$ cat src/core/boot_script_pkg.sv
// constants and carriers shared by the boot script engine
package boot_script_pkg;

  localparam logic [7:0] OP_EXIT_A      = 8'h00;
  localparam logic [7:0] OP_EXIT_B      = 8'hFF;
  localparam logic [7:0] OP_IDLE        = 8'hAA;
  localparam logic [7:0] OP_WIDE_ON     = 8'hB7;
  localparam logic [7:0] OP_WIDE_OFF    = 8'hE9;
  localparam logic [7:0] OP_STATUS_RD   = 8'h10;
  localparam logic [7:0] OP_COMMAND_WR  = 8'h11;
  localparam logic [7:0] OP_DATA_RD     = 8'h12;
  localparam logic [7:0] OP_DATA_WR     = 8'h13;
  localparam logic [7:0] OP_LOOP_LOAD   = 8'h20;
  localparam logic [7:0] OP_ATTRIBUTE_FETCH_OP_FETCH  = 8'h30;
  localparam logic [7:0] OP_JUMP        = 8'h80;
  localparam logic [7:0] OP_COUNT_DOWN  = 8'h81;

  localparam logic [2:0] LEN_ONE        = 3'h1;
  localparam logic [2:0] LEN_TWO        = 3'h2;
  localparam logic [2:0] LEN_FIVE       = 3'h5;
  localparam logic [31:0] PC_RESET      = 32'h0000_0000;
  localparam logic [7:0]  COUNT_RESET   = 8'h00;

  // host-side port cycle kinds
  typedef enum logic [1:0] {
    PORT_STATUS_RD  = 2'h0,
    PORT_COMMAND_WR = 2'h1,
    PORT_DATA_RD    = 2'h2,
    PORT_DATA_WR    = 2'h3
  } port_kind_e;

  typedef struct packed {
    port_kind_e kind;
    logic [7:0] data;
  } port_req_s;

  // one decoded opcode byte
  typedef struct packed {
    logic       exit_op;
    logic       idle_op;
    logic       wide_addr_on_op;
    logic       wide_addr_off_op;
    logic       status_read_op;
    logic       command_write_op;
    logic       data_read_op;
    logic       data_write_op;
    logic       loop_count_load_op;
    logic       attribute_fetch_op;
    logic       jump_op;
    logic       count_down_branch_op;
    logic       known;
    logic [2:0] len;
  } decode_s;

endpackage

$ cat src/core/opcode_decoder.sv
// combinational decode of one script opcode byte
`timescale 1ns/100ps
module opcode_decoder
  import boot_script_pkg::*;
(
  input  wire logic [7:0] opcode_i,
  output decode_s         dec_o
);

  wire is_exit  = (opcode_i == OP_EXIT_A) || (opcode_i == OP_EXIT_B);
  wire is_idle  = opcode_i == OP_IDLE;
  wire is_won   = opcode_i == OP_WIDE_ON;
  wire is_woff  = opcode_i == OP_WIDE_OFF;
  wire is_sr    = opcode_i == OP_STATUS_RD;
  wire is_cw    = opcode_i == OP_COMMAND_WR;
  wire is_dr    = opcode_i == OP_DATA_RD;
  wire is_dw    = opcode_i == OP_DATA_WR;
  wire is_ll    = opcode_i == OP_LOOP_LOAD;
  wire is_af    = opcode_i == OP_ATTRIBUTE_FETCH_OP_FETCH;
  wire is_jp    = opcode_i == OP_JUMP;
  wire is_cd    = opcode_i == OP_COUNT_DOWN;
  wire one_byte = is_exit | is_idle | is_won | is_woff;
  wire two_byte = is_sr | is_cw | is_dr | is_dw | is_ll | is_af;
  wire five_byte = is_jp | is_cd;

  assign dec_o.exit_op              = is_exit;
  assign dec_o.idle_op              = is_idle;
  assign dec_o.wide_addr_on_op      = is_won;
  assign dec_o.wide_addr_off_op     = is_woff;
  assign dec_o.status_read_op       = is_sr;
  assign dec_o.command_write_op     = is_cw;
  assign dec_o.data_read_op         = is_dr;
  assign dec_o.data_write_op        = is_dw;
  assign dec_o.loop_count_load_op   = is_ll;
  assign dec_o.attribute_fetch_op   = is_af;
  assign dec_o.jump_op              = is_jp;
  assign dec_o.count_down_branch_op = is_cd;
  assign dec_o.known                = one_byte | two_byte | five_byte;
  // unknown codes are stepped over as one byte
  assign dec_o.len = five_byte ? LEN_FIVE :
                     two_byte  ? LEN_TWO  : LEN_ONE;

endmodule

$ cat src/core/boot_display_script_engine.sv
// boot script engine: fetches a program from serial flash and executes it
`timescale 1ns/100ps
// What this block does
// - starts fetching program alone after reset
// - on finish hands controller to host
// - decodes exactly twelve instruction types
// - 00h or FFh ends program, one byte
// - AAh is one-byte no-operation
// - B7h switches flash to four-byte addressing
// - E9h returns flash to normal addressing
// - 10h does host port status read
// - 11h writes operand as port command
// - 12h does data read from port
// - 13h writes operand as port data
// - 20h loads operand into repeat counter
// - 30h fetches attribute named by operand
// - 80h jumps to four-byte target
// - 81h decrements counter, jumps while nonzero
module boot_display_script_engine
  import boot_script_pkg::*;
#(
  parameter int ADDR_W = 32
) (
  input  wire logic              clock_i,
  input  wire logic              rst_b_i,
  // flash byte reader: one request, one answer
  output logic                   flash_req_o,
  output logic [ADDR_W-1:0]      flash_addr_o,
  output logic                   flash_wide_addr_o,
  input  wire logic              flash_ack_i,
  input  wire logic [7:0]        flash_data_i,
  // internal host-side port of the controller
  output logic                   port_req_o,
  output port_req_s              port_cmd_o,
  input  wire logic              port_ack_i,
  input  wire logic [7:0]        port_rdata_i,
  // attribute fetch request
  output logic                   attribute_fetch_op_req_o,
  output logic [7:0]             attribute_fetch_op_sel_o,
  input  wire logic              attribute_fetch_op_ack_i,
  // status
  output logic                   running_o,
  output logic                   host_owns_o,
  output logic [7:0]             last_read_o
);

  typedef enum logic [5:0] {
    ST_FETCH   = 6'b000001,
    ST_WAIT_OP = 6'b000010,
    ST_OPERAND = 6'b000100,
    ST_PORT    = 6'b001000,
    ST_ATTRIBUTE_FETCH_OP    = 6'b010000,
    ST_DONE    = 6'b100000
  } state_e;

  state_e            state_q, state_d;
  logic [ADDR_W-1:0] pc_q;
  logic [2:0]        left_q;
  logic [31:0]       target_q;
  logic [7:0]        count_q;
  decode_s           dec;
  decode_s           dec_q;

  //////////////////////////////////////////////////////////////////////////
  // decode

  opcode_decoder u_dec (
    .opcode_i (flash_data_i),
    .dec_o    (dec)
  );

  wire op_byte_in  = (state_q == ST_WAIT_OP) && flash_ack_i;
  wire opd_byte_in = (state_q == ST_OPERAND) && flash_ack_i;
  wire last_opd    = opd_byte_in && (left_q == 3'h1);
  wire [31:0] tgt_full = {target_q[23:0], flash_data_i};
  wire [7:0]  count_dec = count_q - 8'h01;
  wire take_branch = dec_q.jump_op ||
                     (dec_q.count_down_branch_op &&
                      count_dec != 8'h00);
  wire port_op = dec_q.status_read_op | dec_q.command_write_op |
                 dec_q.data_read_op | dec_q.data_write_op;
  wire port_done = (state_q == ST_PORT) && port_ack_i;
  wire attribute_fetch_op_done = (state_q == ST_ATTRIBUTE_FETCH_OP) && attribute_fetch_op_ack_i;

  port_kind_e kind_w;
  assign kind_w = dec_q.status_read_op   ? PORT_STATUS_RD  :
                  dec_q.command_write_op ? PORT_COMMAND_WR :
                  dec_q.data_read_op     ? PORT_DATA_RD    :
                                           PORT_DATA_WR;

  //////////////////////////////////////////////////////////////////////////
  // sequencing

  always_comb begin
    state_d = state_q;
    unique case (state_q)
      ST_FETCH:   state_d = ST_WAIT_OP;
      ST_WAIT_OP: begin
        if (flash_ack_i) begin
          if (dec.exit_op)            state_d = ST_DONE;
          else if (dec.len == LEN_ONE) state_d = ST_FETCH;
          else                        state_d = ST_OPERAND;
        end
      end
      ST_OPERAND: begin
        if (last_opd) begin
          if (port_op)                      state_d = ST_PORT;
          else if (dec_q.attribute_fetch_op) state_d = ST_ATTRIBUTE_FETCH_OP;
          else                              state_d = ST_FETCH;
        end
      end
      ST_PORT:    if (port_ack_i) state_d = ST_FETCH;
      ST_ATTRIBUTE_FETCH_OP:    if (attribute_fetch_op_ack_i) state_d = ST_FETCH;
      ST_DONE:    state_d = ST_DONE;
      default:    state_d = ST_DONE;
    endcase
  end

  always_ff @(posedge clock_i or negedge rst_b_i) begin
    if (!rst_b_i) begin
      state_q <= ST_FETCH;
    end else begin
      state_q <= state_d;
    end
  end

  //////////////////////////////////////////////////////////////////////////
  // program pointer and operands

  always_ff @(posedge clock_i or negedge rst_b_i) begin
    if (!rst_b_i) begin
      pc_q     <= PC_RESET[ADDR_W-1:0];
      left_q   <= 3'h0;
      target_q <= 32'h0000_0000;
      dec_q    <= '0;
    end else if (op_byte_in) begin
      dec_q  <= dec;
      left_q <= dec.len - LEN_ONE;
      pc_q   <= pc_q + ADDR_W'(1'b1);
      if (dec.len == LEN_ONE) begin
        pc_q <= pc_q + ADDR_W'(1'b1);
      end
    end else if (opd_byte_in) begin
      left_q   <= left_q - 3'h1;
      target_q <= tgt_full;
      if (last_opd) begin
        if (dec_q.len == LEN_FIVE && take_branch) begin
          pc_q <= tgt_full[ADDR_W-1:0];
        end else begin
          pc_q <= pc_q + ADDR_W'(1'b1);
        end
      end else begin
        pc_q <= pc_q + ADDR_W'(1'b1);
      end
    end
  end

  //////////////////////////////////////////////////////////////////////////
  // counter and addressing mode

  always_ff @(posedge clock_i or negedge rst_b_i) begin
    if (!rst_b_i) begin
      count_q           <= COUNT_RESET;
      flash_wide_addr_o <= 1'b0;
    end else begin
      if (op_byte_in && dec.wide_addr_on_op) begin
        flash_wide_addr_o <= 1'b1;
      end
      if (op_byte_in && dec.wide_addr_off_op) begin
        flash_wide_addr_o <= 1'b0;
      end
      if (last_opd && dec_q.loop_count_load_op) begin
        count_q <= flash_data_i;
      end
      if (last_opd && dec_q.count_down_branch_op) begin
        count_q <= count_dec;
      end
    end
  end

  //////////////////////////////////////////////////////////////////////////
  // outward requests and status

  always_ff @(posedge clock_i or negedge rst_b_i) begin
    if (!rst_b_i) begin
      flash_req_o  <= 1'b0;
      flash_addr_o <= '0;
      port_req_o   <= 1'b0;
      port_cmd_o   <= '0;
      attribute_fetch_op_req_o   <= 1'b0;
      attribute_fetch_op_sel_o   <= 8'h00;
      running_o    <= 1'b1;
      host_owns_o  <= 1'b0;
      last_read_o  <= 8'h00;
    end else begin
      flash_req_o  <= (state_d == ST_WAIT_OP) || (state_d == ST_OPERAND);
      flash_addr_o <= (op_byte_in || opd_byte_in) && !last_opd ?
                      pc_q + ADDR_W'(1'b1) : pc_q;
      if (last_opd && port_op) begin
        port_req_o      <= 1'b1;
        port_cmd_o.kind <= kind_w;
        port_cmd_o.data <= flash_data_i;
      end else if (port_done) begin
        port_req_o <= 1'b0;
      end
      if (port_done && (dec_q.status_read_op || dec_q.data_read_op)) begin
        last_read_o <= port_rdata_i;
      end
      if (last_opd && dec_q.attribute_fetch_op) begin
        attribute_fetch_op_req_o <= 1'b1;
        attribute_fetch_op_sel_o <= flash_data_i;
      end else if (attribute_fetch_op_done) begin
        attribute_fetch_op_req_o <= 1'b0;
      end
      running_o   <= state_d != ST_DONE;
      host_owns_o <= state_d == ST_DONE;
    end
  end

endmodule

$ cat config.mk
export PLATFORM = sky130hd
export DESIGN_NAME = boot_display_script_engine
export DESIGN_NICKNAME = d
export VERILOG_FILES = /design/src/core/boot_script_pkg.sv /design/src/core/opcode_decoder.sv /design/src/core/boot_display_script_engine.sv
export SDC_FILE = /design/constraint.sdc
export NUM_CORES = 1
export LEC_CHECK = 0
export BUFFER_PORTS_ARGS = -buffer_cell sky130_fd_sc_hd__buf_4
export CORE_MARGIN = 4
export CORE_UTILIZATION = 35
export DETAILED_ROUTE_END_ITERATION = 8
export GPL_ROUTABILITY_DRIVEN = 0
export REMOVE_ABC_BUFFERS = 1
export SYNTH_ARGS = -nofsm -noshare
export SYNTH_HDL_FRONTEND = slang
export SYNTH_SLANG_ARGS = --single-unit
export TNS_END_PERCENT = 50
$ cat constraint.sdc
create_clock -name clock_i -period 5.26 [get_ports clock_i]
set_clock_uncertainty 0.15 [all_clocks]
set_input_delay 0.526 -clock clock_i [delete_from_list [all_inputs] [get_ports clock_i]]
set_output_delay 0.526 -clock clock_i [all_outputs]
set_load 0.02 [all_outputs]
==> results of run 1 <==
## cell usage in the layout, fill, tap and decap left out, drive strengths merged, types with 3 or more instances in the layout
cell	instances
a2bb2oi	15
nor2	53
or3	4
mux2i	17
nand3	29
nor2b	4
a22o	4
mux2	36
nand2	102
nor4	13
nor3b	4
o21a	3
buf	92
o31ai	3
inv	26
xnor2	17
xor2	17
a21oi	28
nand4	12
nand2b	5
and3	7
or2	3
dfrtp	146
clkbuf	25
and3b	3
nor3	5
or4	5
o21ai	47
o211ai	3
a22oi	8
o22a	3
o22ai	10
ha	5
and2	4
## per-stage QoR
step,setup WS (ns),instances
after global routing,1.449,1050
final,1.666,1050
after CTS,1.677,1050
after floorplan,1.446,662
after global placement,1.622,1019
after detailed placement,1.578,1019
## cells in the mapped netlist (14+ instances only)
master / n / area share
xnor2_1: 17 / 0.021
nand3_1: 29 / 0.020
clkbuf_1: 30 / 0.016
mux2_2: 36 / 0.057
mux2i_1: 17 / 0.024
o21ai_0: 46 / 0.032
inv_1: 24 / 0.013
xor2_1: 17 / 0.021
a21oi_1: 20 / 0.014
a2bb2oi_1: 14 / 0.017
dfrtp_1: 146 / 0.51
nor2_1: 53 / 0.028
nand2_1: 102 / 0.054
## per-layer routing
layer  vias up  track usage
li1       2622            -
met5         -            0
met4         0      0.03762
met3        12      0.03672
met1      2721       0.2207
met2       125       0.2521
## cells by family (layout without fill, tap and decap cells)
family / Yosys count / after routing / share of synthesized area
and+or+nand+nor: 259 / 259 / 0.1762
DFF: 148 / 148 / 0.5197
xor gates and xnor gates: 34 / 34 / 0.04176
adders and majority gates: 5 / 5 / 0.008773
muxes: 53 / 53 / 0.08072
buffers and inverters: 67 / 147 / 0.04299
AOI/OAI and AO/OA: 139 / 139 / 0.1298
## registers in the layout, summed over array words and instances, names as in the netlist, 6 cells and up
name,cells
flash_addr_o,32
dec_q,11
pc_q,32
count_q,8
last_read_o,8
attribute_fetch_op_sel_o,8
state_q,6
target_q,24
port_cmd_o,10
## power breakdown
group          switching [mW]  internal [mW]  leakage (nW)  total [mW]
registers                   0           1.14          1.95        1.14
logic                  0.0429         0.0140          1.80      0.0569
clock network           0.463          0.714         0.276        1.18
## path summary, 6_finish.rpt
check	from	end	slack (ns)
max in group asynchronous	rst_b_i	dec_q[5]$_DFFE_PN0P_	3.69
min in group clock_i	attribute_fetch_op_ack_i	state_q[4]$_DFF_PN0_	0.15
setup reg to reg	left_q[1]$_DFFE_PN0P_	pc_q[21]$_DFFE_PN0P_	1.67
setup / recovery	left_q[1]$_DFFE_PN0P_	pc_q[21]$_DFFE_PN0P_	1.67
hold reg to reg	attribute_fetch_op_sel_o[0]$_DFFE_PN0P_	attribute_fetch_op_sel_o[0]$_DFFE_PN0P_	0.33
hold / removal	rst_b_i	flash_addr_o[31]$_DFF_PN0_	0.06
## area by class of cell
type,count,share of cell area
well taps,265,0.03890
repair buffers,92,0.08147
clock buffers,25,0.05931
clock inverters,6,0.007927
inverters,24,0.01057
flip-flops and latches,148,0.4348
multi-input cells,490,0.3670
==> flow_metrics.py, run 1 <==
metrics = {
    "outcome": {
        "outcome": "finished clean",
    },
    "sta": {
        "grt_setup_unrepaired": "no",
        "max_slew_margin": 0.3648,
        "finalHoldViolations": 0,
        "setup_violations": 0,
        "fin_hold_ws_ns": 0.06453,
        "fin_crit_sh": 0.6833,
        "period_minus_slack_ns": 3.594,
        "tightestPinTransition_ns": 0.9517,
        "fmax_ghz": 0.2782,
        "slew_viol_final": 0,
        "tns_ns": 0,
    },
    "pwr": {
        "power_density_nw_per_um2": 278.4,
        "leakagePower_nw": 4.027,
        "power.total_mw": 2.373,
        "vdd_drop_max_mv": 0.2079,
    },
    "critical_path": {
        "worstSetupPathType": "flip-flop to flip-flop",
        "crit_fanout": 39,
        "crit_buf_inv": 2,
        "critical_path_depth": 9,
        "crit_family": "simple AND/OR/NAND/NOR gates",
        "required_ns": 5.40,
        "cp_cell_sequence": "inv_1, ha_1, and3b_1, nand3_1, or4_1, or2_2, buf_4, and3_1, or3_1",
        "worstPathArrival_ns": 3.74,
        "worst_setup_path_start_kind": "flip-flop",
        "slowest_delay_ns": 0.70,
        "end_kind": "flip-flop",
        "reg2reg_depth": 9,
        "crit_slowest_cell": "or2_2",
    },
    "clock_tree": {
        "cts_tree": "done",
        "post_cts_buffers": 0,
        "worstSkewPairLatency_ns": 0.42,
        "clk_pin_slew_ns": 0.06,
        "clock-sinks": 148,
        "cts_resized": 0,
        "cts_max_level": 4,
        "cts_buffer_depth": 2,
        "cts-root-buf": "clkbuf_16",
        "hold_buffers": 0,
        "numCtsBuffers": 17,
    },
    "drt": {
        "viasPerCell": 5.219,
        "drtIter0Drc": 295,
        "wl_per_cell_um": 16.55,
        "drt_drc_violations_left": 0,
        "top_layer": "met4",
        "wl_met1_mm": 8.190,
        "vias": 5480,
        "drtAntennaViolNets": 0,
        "routed_wirelength_mm": 17.38,
        "met3_length_um": 874,
        "wl_met2_mm": 8.169,
        "drt_pre_antenna_iters": 5,
    },
    "final_layout": {
        "num-nets-final": 799,
        "area_growth_syn_to_layout_pct": 19.53,
        "drive_above_1_share": 0.2268,
        "multiInputGateArea_um2": 3128,
        "final_util": 0.4323,
        "nFillCells": 1912,
        "antennaDiodeCount": 0,
        "seq_area_um2": 3706,
        "final_area_um2": 8523,
    },
    "synthesis": {
        "synth_seq_cells": 148,
        "synth_edf_count": 0,
        "syn-instance-count": 705,
        "syn_area_um2": 7131,
        "synth_ff_type": "dfrtp_1",
        "async_flop_share": 1.000,
        "synth_cell_types": 61,
        "syn_avg_cell_area_um2": 10.11,
        "ys_seq_area_frac": 0.5197,
        "yosysWarnings": 0,
    },
    "global_route": {
        "grt_first_pass_wirelength_mm": 28.30,
        "antenna_found_initial": 0,
        "grt_use_total": 0.1586,
        "grt_max_degree": 101,
        "overflow": 0,
        "first_global_vias": 5298,
    },
    "floorplan": {
        "die_w_um": 150.7,
        "dieArea_um2": 22720,
        "io_pins": 85,
        "rows": 51,
        "coreArea_um2": 19720,
        "initial_core_util": 0.3616,
        "die_h_um": 150.7,
    },
    "placed_design": {
        "port-buffer-count": 84,
        "dpl_cell_area_um2": 7950,
        "dpl.hpwl_mm": 11.78,
    },
    "flow_run": {
        "drv_cap": 0,
    },
    "hold_path": {
        "min_path_type": "input pin to async pin",
    },
}
Power figures use the tool's default switching activity.
==> inputs of run 2 (changes only) <==
--- a/config.mk
+++ b/config.mk
@@ -5,6 +5,7 @@
 export SDC_FILE = /design/constraint.sdc
 export NUM_CORES = 1
 export LEC_CHECK = 0
+export ABC_AREA = 1
 export BUFFER_PORTS_ARGS = -buffer_cell sky130_fd_sc_hd__buf_4
 export CORE_MARGIN = 4
 export CORE_UTILIZATION = 35
==> constraint.sdc (replaced) <==
create_clock -name clock_i -period 3.5 [get_ports clock_i]
set_clock_uncertainty 0.15 [all_clocks]
set_input_delay 0.35 -clock clock_i [delete_from_list [all_inputs] [get_ports clock_i]]
set_output_delay 0.35 -clock clock_i [all_outputs]
set_load 0.02 [all_outputs]
==> run 2 against run 1 <==
Net effect:
- sequential cell count is the same
- largest power group unchanged
- critical path depth fell by 2
- synthesized cell count grew 27%
- register-to-register slack worse by 1.1 ns
- routed wire length up 3.2%
- non-clock buffer count increased by 11
- die area grew 1.0%
- clock power rose by 59%
- maximum frequency grew 24%
- cell count is 21% higher
- clock-buffer cell count fell by 8
- first-iteration DRC count grew 43%
==> flow_metrics.py, run 2 <==
metrics = {
    "outcome": {
        "outcome": "finished clean",
    },
    "synthesis": {
        "synth.area.top_cells": "dfrtp_1 51%, nand2_1 13%, nand3_1 6.2%, o21ai_0 6.1%, inv_1 5.4%",
        "synth_seq_cells": 148,
        "syn_area_um2": 7208,
        "synth_cell_types": 34,
        "synth_edf_count": 0,
        "syn-instance-count": 896,
        "synth_common_cells": "258 x nand2_1, 146 x dfrtp_1, 104 x inv_1",
        "async_flop_share": 1.000,
        "yosysWarnings": 0,
        "ys_seq_area_frac": 0.5141,
        "yosysTopAreaCellShare": 0.5069,
        "synth_ff_type": "dfrtp_1",
        "synthMostInstantiatedCell": "nand2_1",
        "syn_avg_cell_area_um2": 8.045,
        "yosys.area.top_type": "dfrtp_1",
    },
    "floorplan": {
        "die_w_um": 151.5,
        "die_h_um": 151.5,
        "io_pins": 85,
        "rows": 52,
        "initial_core_util": 0.3562,
        "dieArea_um2": 22960,
        "coreArea_um2": 20230,
    },
    "drt": {
        "viasPerCell": 4.744,
        "drt_drc_violations_left": 0,
        "drt_pre_antenna_iters": 5,
        "wl_per_cell_um": 14.14,
        "routed_wirelength_mm": 17.93,
        "vias": 6015,
        "drtIter0Drc": 423,
        "drtAntennaViolNets": 0,
    },
    "placed_design": {
        "port-buffer-count": 84,
        "dpl_cell_area_um2": 8113,
        "place_inst": 1224,
        "dpl.hpwl_mm": 12.26,
    },
    "sta": {
        "fin_hold_ws_ns": 0.01578,
        "period_minus_slack_ns": 2.889,
        "slew_viol_final": 0,
        "tns_ns": 0,
        "tightestPinTransition_ns": 1.141,
        "grt_setup_unrepaired": "no",
        "fin_crit_sh": 0.8255,
        "fmax_ghz": 0.3461,
        "finalHoldViolations": 0,
        "setup_violations": 0,
        "max_slew_margin": 0.2387,
    },
    "pwr": {
        "intPower_mw": 2.962,
        "power_frac_clock": 0.470,
        "comb_power_share": 0.075,
        "power.total_mw": 3.999,
        "power_density_nw_per_um2": 452.5,
        "power_switching_mw": 1.037,
        "power.share.switching": 0.2594,
        "power_frac_seq": 0.455,
        "leakagePower_nw": 4.270,
        "vdd_drop_max_mv": 0.3446,
    },
    "critical_path": {
        "worstPathArrival_ns": 3.08,
        "worst_setup_path_start_kind": "flip-flop",
        "crit_fanout": 33,
        "crit_top_cell": "inv_1",
        "worstSetupPathType": "flip-flop to flip-flop",
        "crit_family": "simple AND/OR/NAND/NOR gates",
        "cp_cell_sequence": "nor2_1, nand4_1, nor2_4, inv_1, nand2_2, inv_1, a22oi_1",
        "slowest_delay_ns": 0.49,
        "crit_buf_inv": 2,
        "end_kind": "flip-flop",
        "crit_slowest_cell": "inv_1",
        "required_ns": 3.69,
    },
    "global_route": {
        "busiest_layer": "met2",
        "met1_usage": 0.2419,
        "grt_use_total": 0.1684,
        "grt_first_pass_wirelength_mm": 30.53,
        "overflow": 0,
        "grt_max_degree": 81,
        "first_global_vias": 5946,
        "antenna_found_initial": 0,
        "grt_use_met2": 0.2563,
        "grt_use_met3": 0.03331,
    },
    "clock_tree": {
        "clock-sinks": 148,
        "cts_buffer_depth": 2,
        "post_cts_buffers": 0,
        "hold_buffers": 12,
        "cts-root-buf": "clkbuf_16",
        "numCtsBuffers": 17,
        "cts_max_level": 4,
        "clk_pin_slew_ns": 0.07,
        "cts_resized": 0,
        "worstSkewPairLatency_ns": 0.43,
        "cts_tree": "done",
    },
    "final_layout": {
        "antennaDiodeCount": 0,
        "seq_area_um2": 3706,
        "final_area_um2": 8837,
        "nFillCells": 2016,
        "final_cell_mix": "258 x nand2_1, 146 x dfrtp_1, 104 x inv_1",
        "drive_above_1_share": 0.1463,
        "multiInputGateArea_um2": 2972,
        "final_common_cell": "nand2_1",
        "top_regs": "flash_addr_o x32, pc_q x32, target_q x24",
        "area_growth_syn_to_layout_pct": 22.60,
        "num-nets-final": 1011,
        "stdcell_count": 1268,
    },
    "flow_run": {
        "drv_cap": 0,
    },
    "hold_path": {
        "min_path_type": "input pin to flip-flop",
    },
}
-- run 2: cell types whose count changed after synthesis, moves of 14 or more --
cell | before | now
nand2_1 | 102 | 258
a2bb2oi_1 | 14 | 0
mux2i_1 | 17 | 0
o21ai_0 | 46 | 88
nor3_1 | 4 | 21
mux2_2 | 36 | 8
nand3_1 | 29 | 89
inv_1 | 24 | 104
-- run 2: area by class of cell --
class | count | area share
Sequential cell | 148 | 0.4194
Multi-Input combinational cell | 609 | 0.3363
Timing Repair Buffer | 103 | 0.09274
Clock buffer | 17 | 0.04814
Inverter | 106 | 0.04502
Tap cell | 270 | 0.03823
Clock inverter | 15 | 0.02025
-- run 2: logic make-up (layout without fill, tap and decap cells) --
| family | after synthesis | after routing | synth area share |
|---|---|---|---|
| XOR/XNOR | 32 | 32 | 0.03888 |
| AO/OA/AOI/OAI | 118 | 118 | 0.08818 |
| buffers and inverters | 139 | 241 | 0.07360 |
| adder cells (fa/ha/maj) | 5 | 5 | 0.008679 |
| multiplexers | 8 | 8 | 0.01250 |
| AND/OR/NAND/NOR | 446 | 446 | 0.2640 |
| flip-flops | 148 | 148 | 0.5141 |
-- run 2: power by group through the flow --
stage	Clock, mW	Combinational (mW)	Sequential (mW)
2_1_floorplan	0	0.126	1.87
3_3_place_gp	0	0.292	1.85
3_5_place_dp	0	0.294	1.85
4_1_cts	1.92	0.307	1.82
5_1_grt	2.00	0.345	1.82
6_report	1.88	0.302	1.82
-- run 2: final timing paths --
path | startpoint | to | slack, ns | cells after the start
min in group asynchronous | rst_b_i | flash_addr_o[26]$_DFF_PN0_ | 0.40 | 2
setup / recovery | state_q[3]$_DFF_PN0_ | left_q[0]$_DFFE_PN0P_ | 0.61 | 7
hold / removal | flash_ack_i | state_q[1]$_DFF_PN0_ | 0.02 | 2
max in group asynchronous | rst_b_i | count_q[7]$_DFFE_PN0P_ | 2.04 | 3
hold reg to reg | target_q[7]$_DFFE_PN0P_ | target_q[7]$_DFFE_PN0P_ | 0.33 | 2
setup reg to reg | state_q[3]$_DFF_PN0_ | left_q[0]$_DFFE_PN0P_ | 0.61 | 7
-- run 2: metrics by stage --
| step | setup slack, ns | utilization |
|---|---|---|
| final | 0.6106 | 0.4367 |
| after global routing | 0.3259 | 0.4367 |
| after CTS | 0.5895 | 0.4367 |
| after detailed placement | 0.6183 | 0.4009 |
| after global placement | 0.6656 | 0.4009 |
| after floorplan | 0.4704 | - |
-- run 2: per-layer routing --
layer / share of wire / vias up
met5: 0 / -
met4: 0.016 / 0
met3: 0.050 / 22
met2: 0.46 / 158
met1: 0.48 / 2780
li1: - / 3055
==> inputs of run 3 (changes only) <==
--- a/config.mk
+++ b/config.mk
@@ -5,7 +5,7 @@
 export SDC_FILE = /design/constraint.sdc
 export NUM_CORES = 1
 export LEC_CHECK = 0
-export ABC_AREA = 1
+export ABC_AREA = 0
 export BUFFER_PORTS_ARGS = -buffer_cell sky130_fd_sc_hd__buf_4
 export CORE_MARGIN = 4
 export CORE_UTILIZATION = 35
==> constraint.sdc (replaced) <==
create_clock -name clock_i -period 2.6 [get_ports clock_i]
set_clock_uncertainty 0.15 [all_clocks]
set_input_delay 0.26 -clock clock_i [delete_from_list [all_inputs] [get_ports clock_i]]
set_output_delay 0.26 -clock clock_i [all_outputs]
set_load 0.02 [all_outputs]
==> run 3 against run 2 <==
Net effect:
- global-route usage is 0.38 points higher
- clock power up 36%
- maximum frequency is 13% higher
- cell count is 10% lower
==> flow_metrics.py, run 3 (synthesis results as in run 1) <==
metrics = {
    "pwr": {
        "power_frac_clock": 0.510,
        "power_switching_mw": 1.126,
        "power_frac_seq": 0.460,
        "power_density_nw_per_um2": 530.8,
        "leakagePower_nw": 4.503,
        "power.share.switching": 0.2250,
        "comb_power_share": 0.030,
        "intPower_mw": 3.876,
        "vdd_drop_max_mv": 0.4971,
    },
    "sta": {
        "grt_setup_unrepaired": "yes",
        "slew_viol_final": 0,
        "setup_violations": 0,
        "tightestPinTransition_ns": 0.6939,
        "period_minus_slack_ns": 2.555,
        "fin_crit_sh": 0.9826,
        "max_slew_margin": 0.5356,
        "finalHoldViolations": 0,
        "setup_ws_ns": 0.04527,
        "fmax_ghz": 0.3914,
    },
    "floorplan": {
        "io_pins": 85,
        "die_w_um": 150.7,
        "initial_core_util": 0.3616,
        "dieArea_um2": 22720,
        "die_h_um": 150.7,
        "rows": 51,
        "coreArea_um2": 19720,
    },
    "drt": {
        "vias": 5813,
        "drt_pre_antenna_iters": 6,
        "routed_wirelength_mm": 19.00,
        "viasPerCell": 5.099,
        "drtIter0Drc": 302,
        "drtAntennaViolNets": 0,
        "wl_per_cell_um": 16.67,
        "drt_drc_violations_left": 0,
    },
    "clock_tree": {
        "clk_pin_slew_ns": 0.06,
        "cts_max_level": 4,
        "cts_tree": "done",
        "cts-root-buf": "clkbuf_16",
        "worstSkewPairLatency_ns": 0.43,
        "clock-sinks": 148,
        "cts_buffer_depth": 2,
        "numCtsBuffers": 17,
    },
    "final_layout": {
        "antennaDiodeCount": 0,
        "multiInputGateArea_um2": 3227,
        "top_regs": "flash_addr_o x32, pc_q x32, target_q x24",
        "drive_above_1_share": 0.2994,
        "stdcell_count": 1140,
        "final_area_um2": 9424,
        "area_growth_syn_to_layout_pct": 32.16,
        "num-nets-final": 888,
        "final_common_cell": "buf_4",
        "seq_area_um2": 3706,
        "final_cell_mix": "153 x buf_4, 146 x dfrtp_1, 102 x nand2_1",
        "nFillCells": 1832,
    },
    "outcome": {
        "outcome": "finished clean",
    },
    "global_route": {
        "busiest_layer": "met2",
        "antenna_found_initial": 0,
        "grt_use_total": 0.1722,
        "grt_first_pass_wirelength_mm": 30.70,
        "met1_usage": 0.2346,
        "grt_use_met3": 0.04064,
        "grt_use_met2": 0.2719,
        "grt_max_degree": 65,
        "first_global_vias": 5809,
        "overflow": 0,
    },
    "critical_path": {
        "worst_setup_path_start_kind": "flip-flop",
        "required_ns": 2.74,
        "end_kind": "flip-flop",
        "crit_fanout": 6,
        "worstSetupPathType": "flip-flop to flip-flop",
        "worstPathArrival_ns": 2.70,
    },
    "hold_path": {
        "min_path_type": "input pin to flip-flop",
    },
    "placed_design": {
        "pre_cts_ws_ns": -0.1305,
        "dpl_cell_area_um2": 8498,
        "dpl.hpwl_mm": 13.14,
        "port-buffer-count": 84,
        "place_inst": 1084,
    },
    "flow_run": {
        "drv_cap": 0,
    },
}
-- run 3: cell count changes in the layout (fill, tap and decap cells not counted), moves of 6 or more --
cell	before	now
mux2_2	8	36
a21oi_1	7	20
buf_4	89	153
a2bb2oi_1	0	14
o21ai_0	88	43
a22oi_1	1	8
mux2i_1	0	16
nand3_1	89	28
nor4_1	0	10
a21oi_2	0	8
nand2_1	258	102
inv_1	104	24
nor3_1	21	4
xnor2_1	10	16
-- run 3: critical path, stage by stage (launching register included) --
cell	delay, ns
dfrtp_1	0.37
inv_1	0.09
ha_1	0.15
and3b_2	0.19
nand3_2	0.08
or4_4	0.53
or2_4	0.31
and3_4	0.19
or3_1	0.36
-- run 3: power groups by stage --
stage / sequential [mW] / clock, mW / combinational, mW
4_1_cts: 2.30 / 2.60 / 0.150
5_1_grt: 2.30 / 2.69 / 0.164
2_1_floorplan: 2.35 / 0 / 0.0135
3_3_place_gp: 2.35 / 0 / 0.130
6_report: 2.30 / 2.55 / 0.148
3_5_place_dp: 2.35 / 0 / 0.130
-- run 3: metrics by stage --
step	hold WS, ns	power (mW)	utilization	TNS [ns]
global route	0.04313	5.160	0.4779	-0.1526
global placement	-0.01895	2.475	0.4310	-0.5171
detailed placement	-0.01865	2.475	0.4310	-1.460
CTS	0.01595	5.052	0.4722	0
finish	0.03870	5.002	0.4779	0
floorplan	-0.1856	2.360	-	-34.27
-- run 3: worst paths after layout --
kind | from | end | slack [ns] | depth (start not counted)
min | flash_data_i[5] | port_cmd_o[5]$_DFFE_PN0P_ | 0.04 | 3
max reg2reg | left_q[1]$_DFFE_PN0P_ | pc_q[21]$_DFFE_PN0P_ | 0.05 | 8
max in group asynchronous | rst_b_i | running_o$_DFF_PN1_ | 1.52 | 3
max | left_q[1]$_DFFE_PN0P_ | pc_q[21]$_DFFE_PN0P_ | 0.05 | 8
min in group asynchronous | rst_b_i | pc_q[31]$_DFFE_PN0P_ | 0.11 | 2
min reg2reg | dec_q[8]$_DFFE_PN0P_ | dec_q[8]$_DFFE_PN0P_ | 0.33 | 2
-- run 3: routing by layer --
| metal | vias up | wire (µm) |
|---|---|---|
| li1 | 2807 | - |
| met1 | 2820 | 8754 |
| met2 | 164 | 8877 |
| met3 | 22 | 1024 |
| met4 | 0 | 346 |
| met5 | - | 0 |
-- run 3: final cells by class --
type / count / share of cell area
clock inverters: 14 / 0.01872
inverters: 24 / 0.009559
well taps: 265 / 0.03518
flip-flops and latches: 148 / 0.3933
repair buffers: 179 / 0.1553
multi-input cells: 492 / 0.3424
clock buffers: 18 / 0.04554
-- run 3: repair_timing --
action | in CTS | in global routing
pin swaps | 0 | 9
gates cloned | 0 | 2
endpoints found under the hold margin | 165 | 0
resized for setup | 8 | 14
endpoints found under the setup margin | 27 | 68
hold buffers | 17 | 0
buffers inserted | 0 | 5
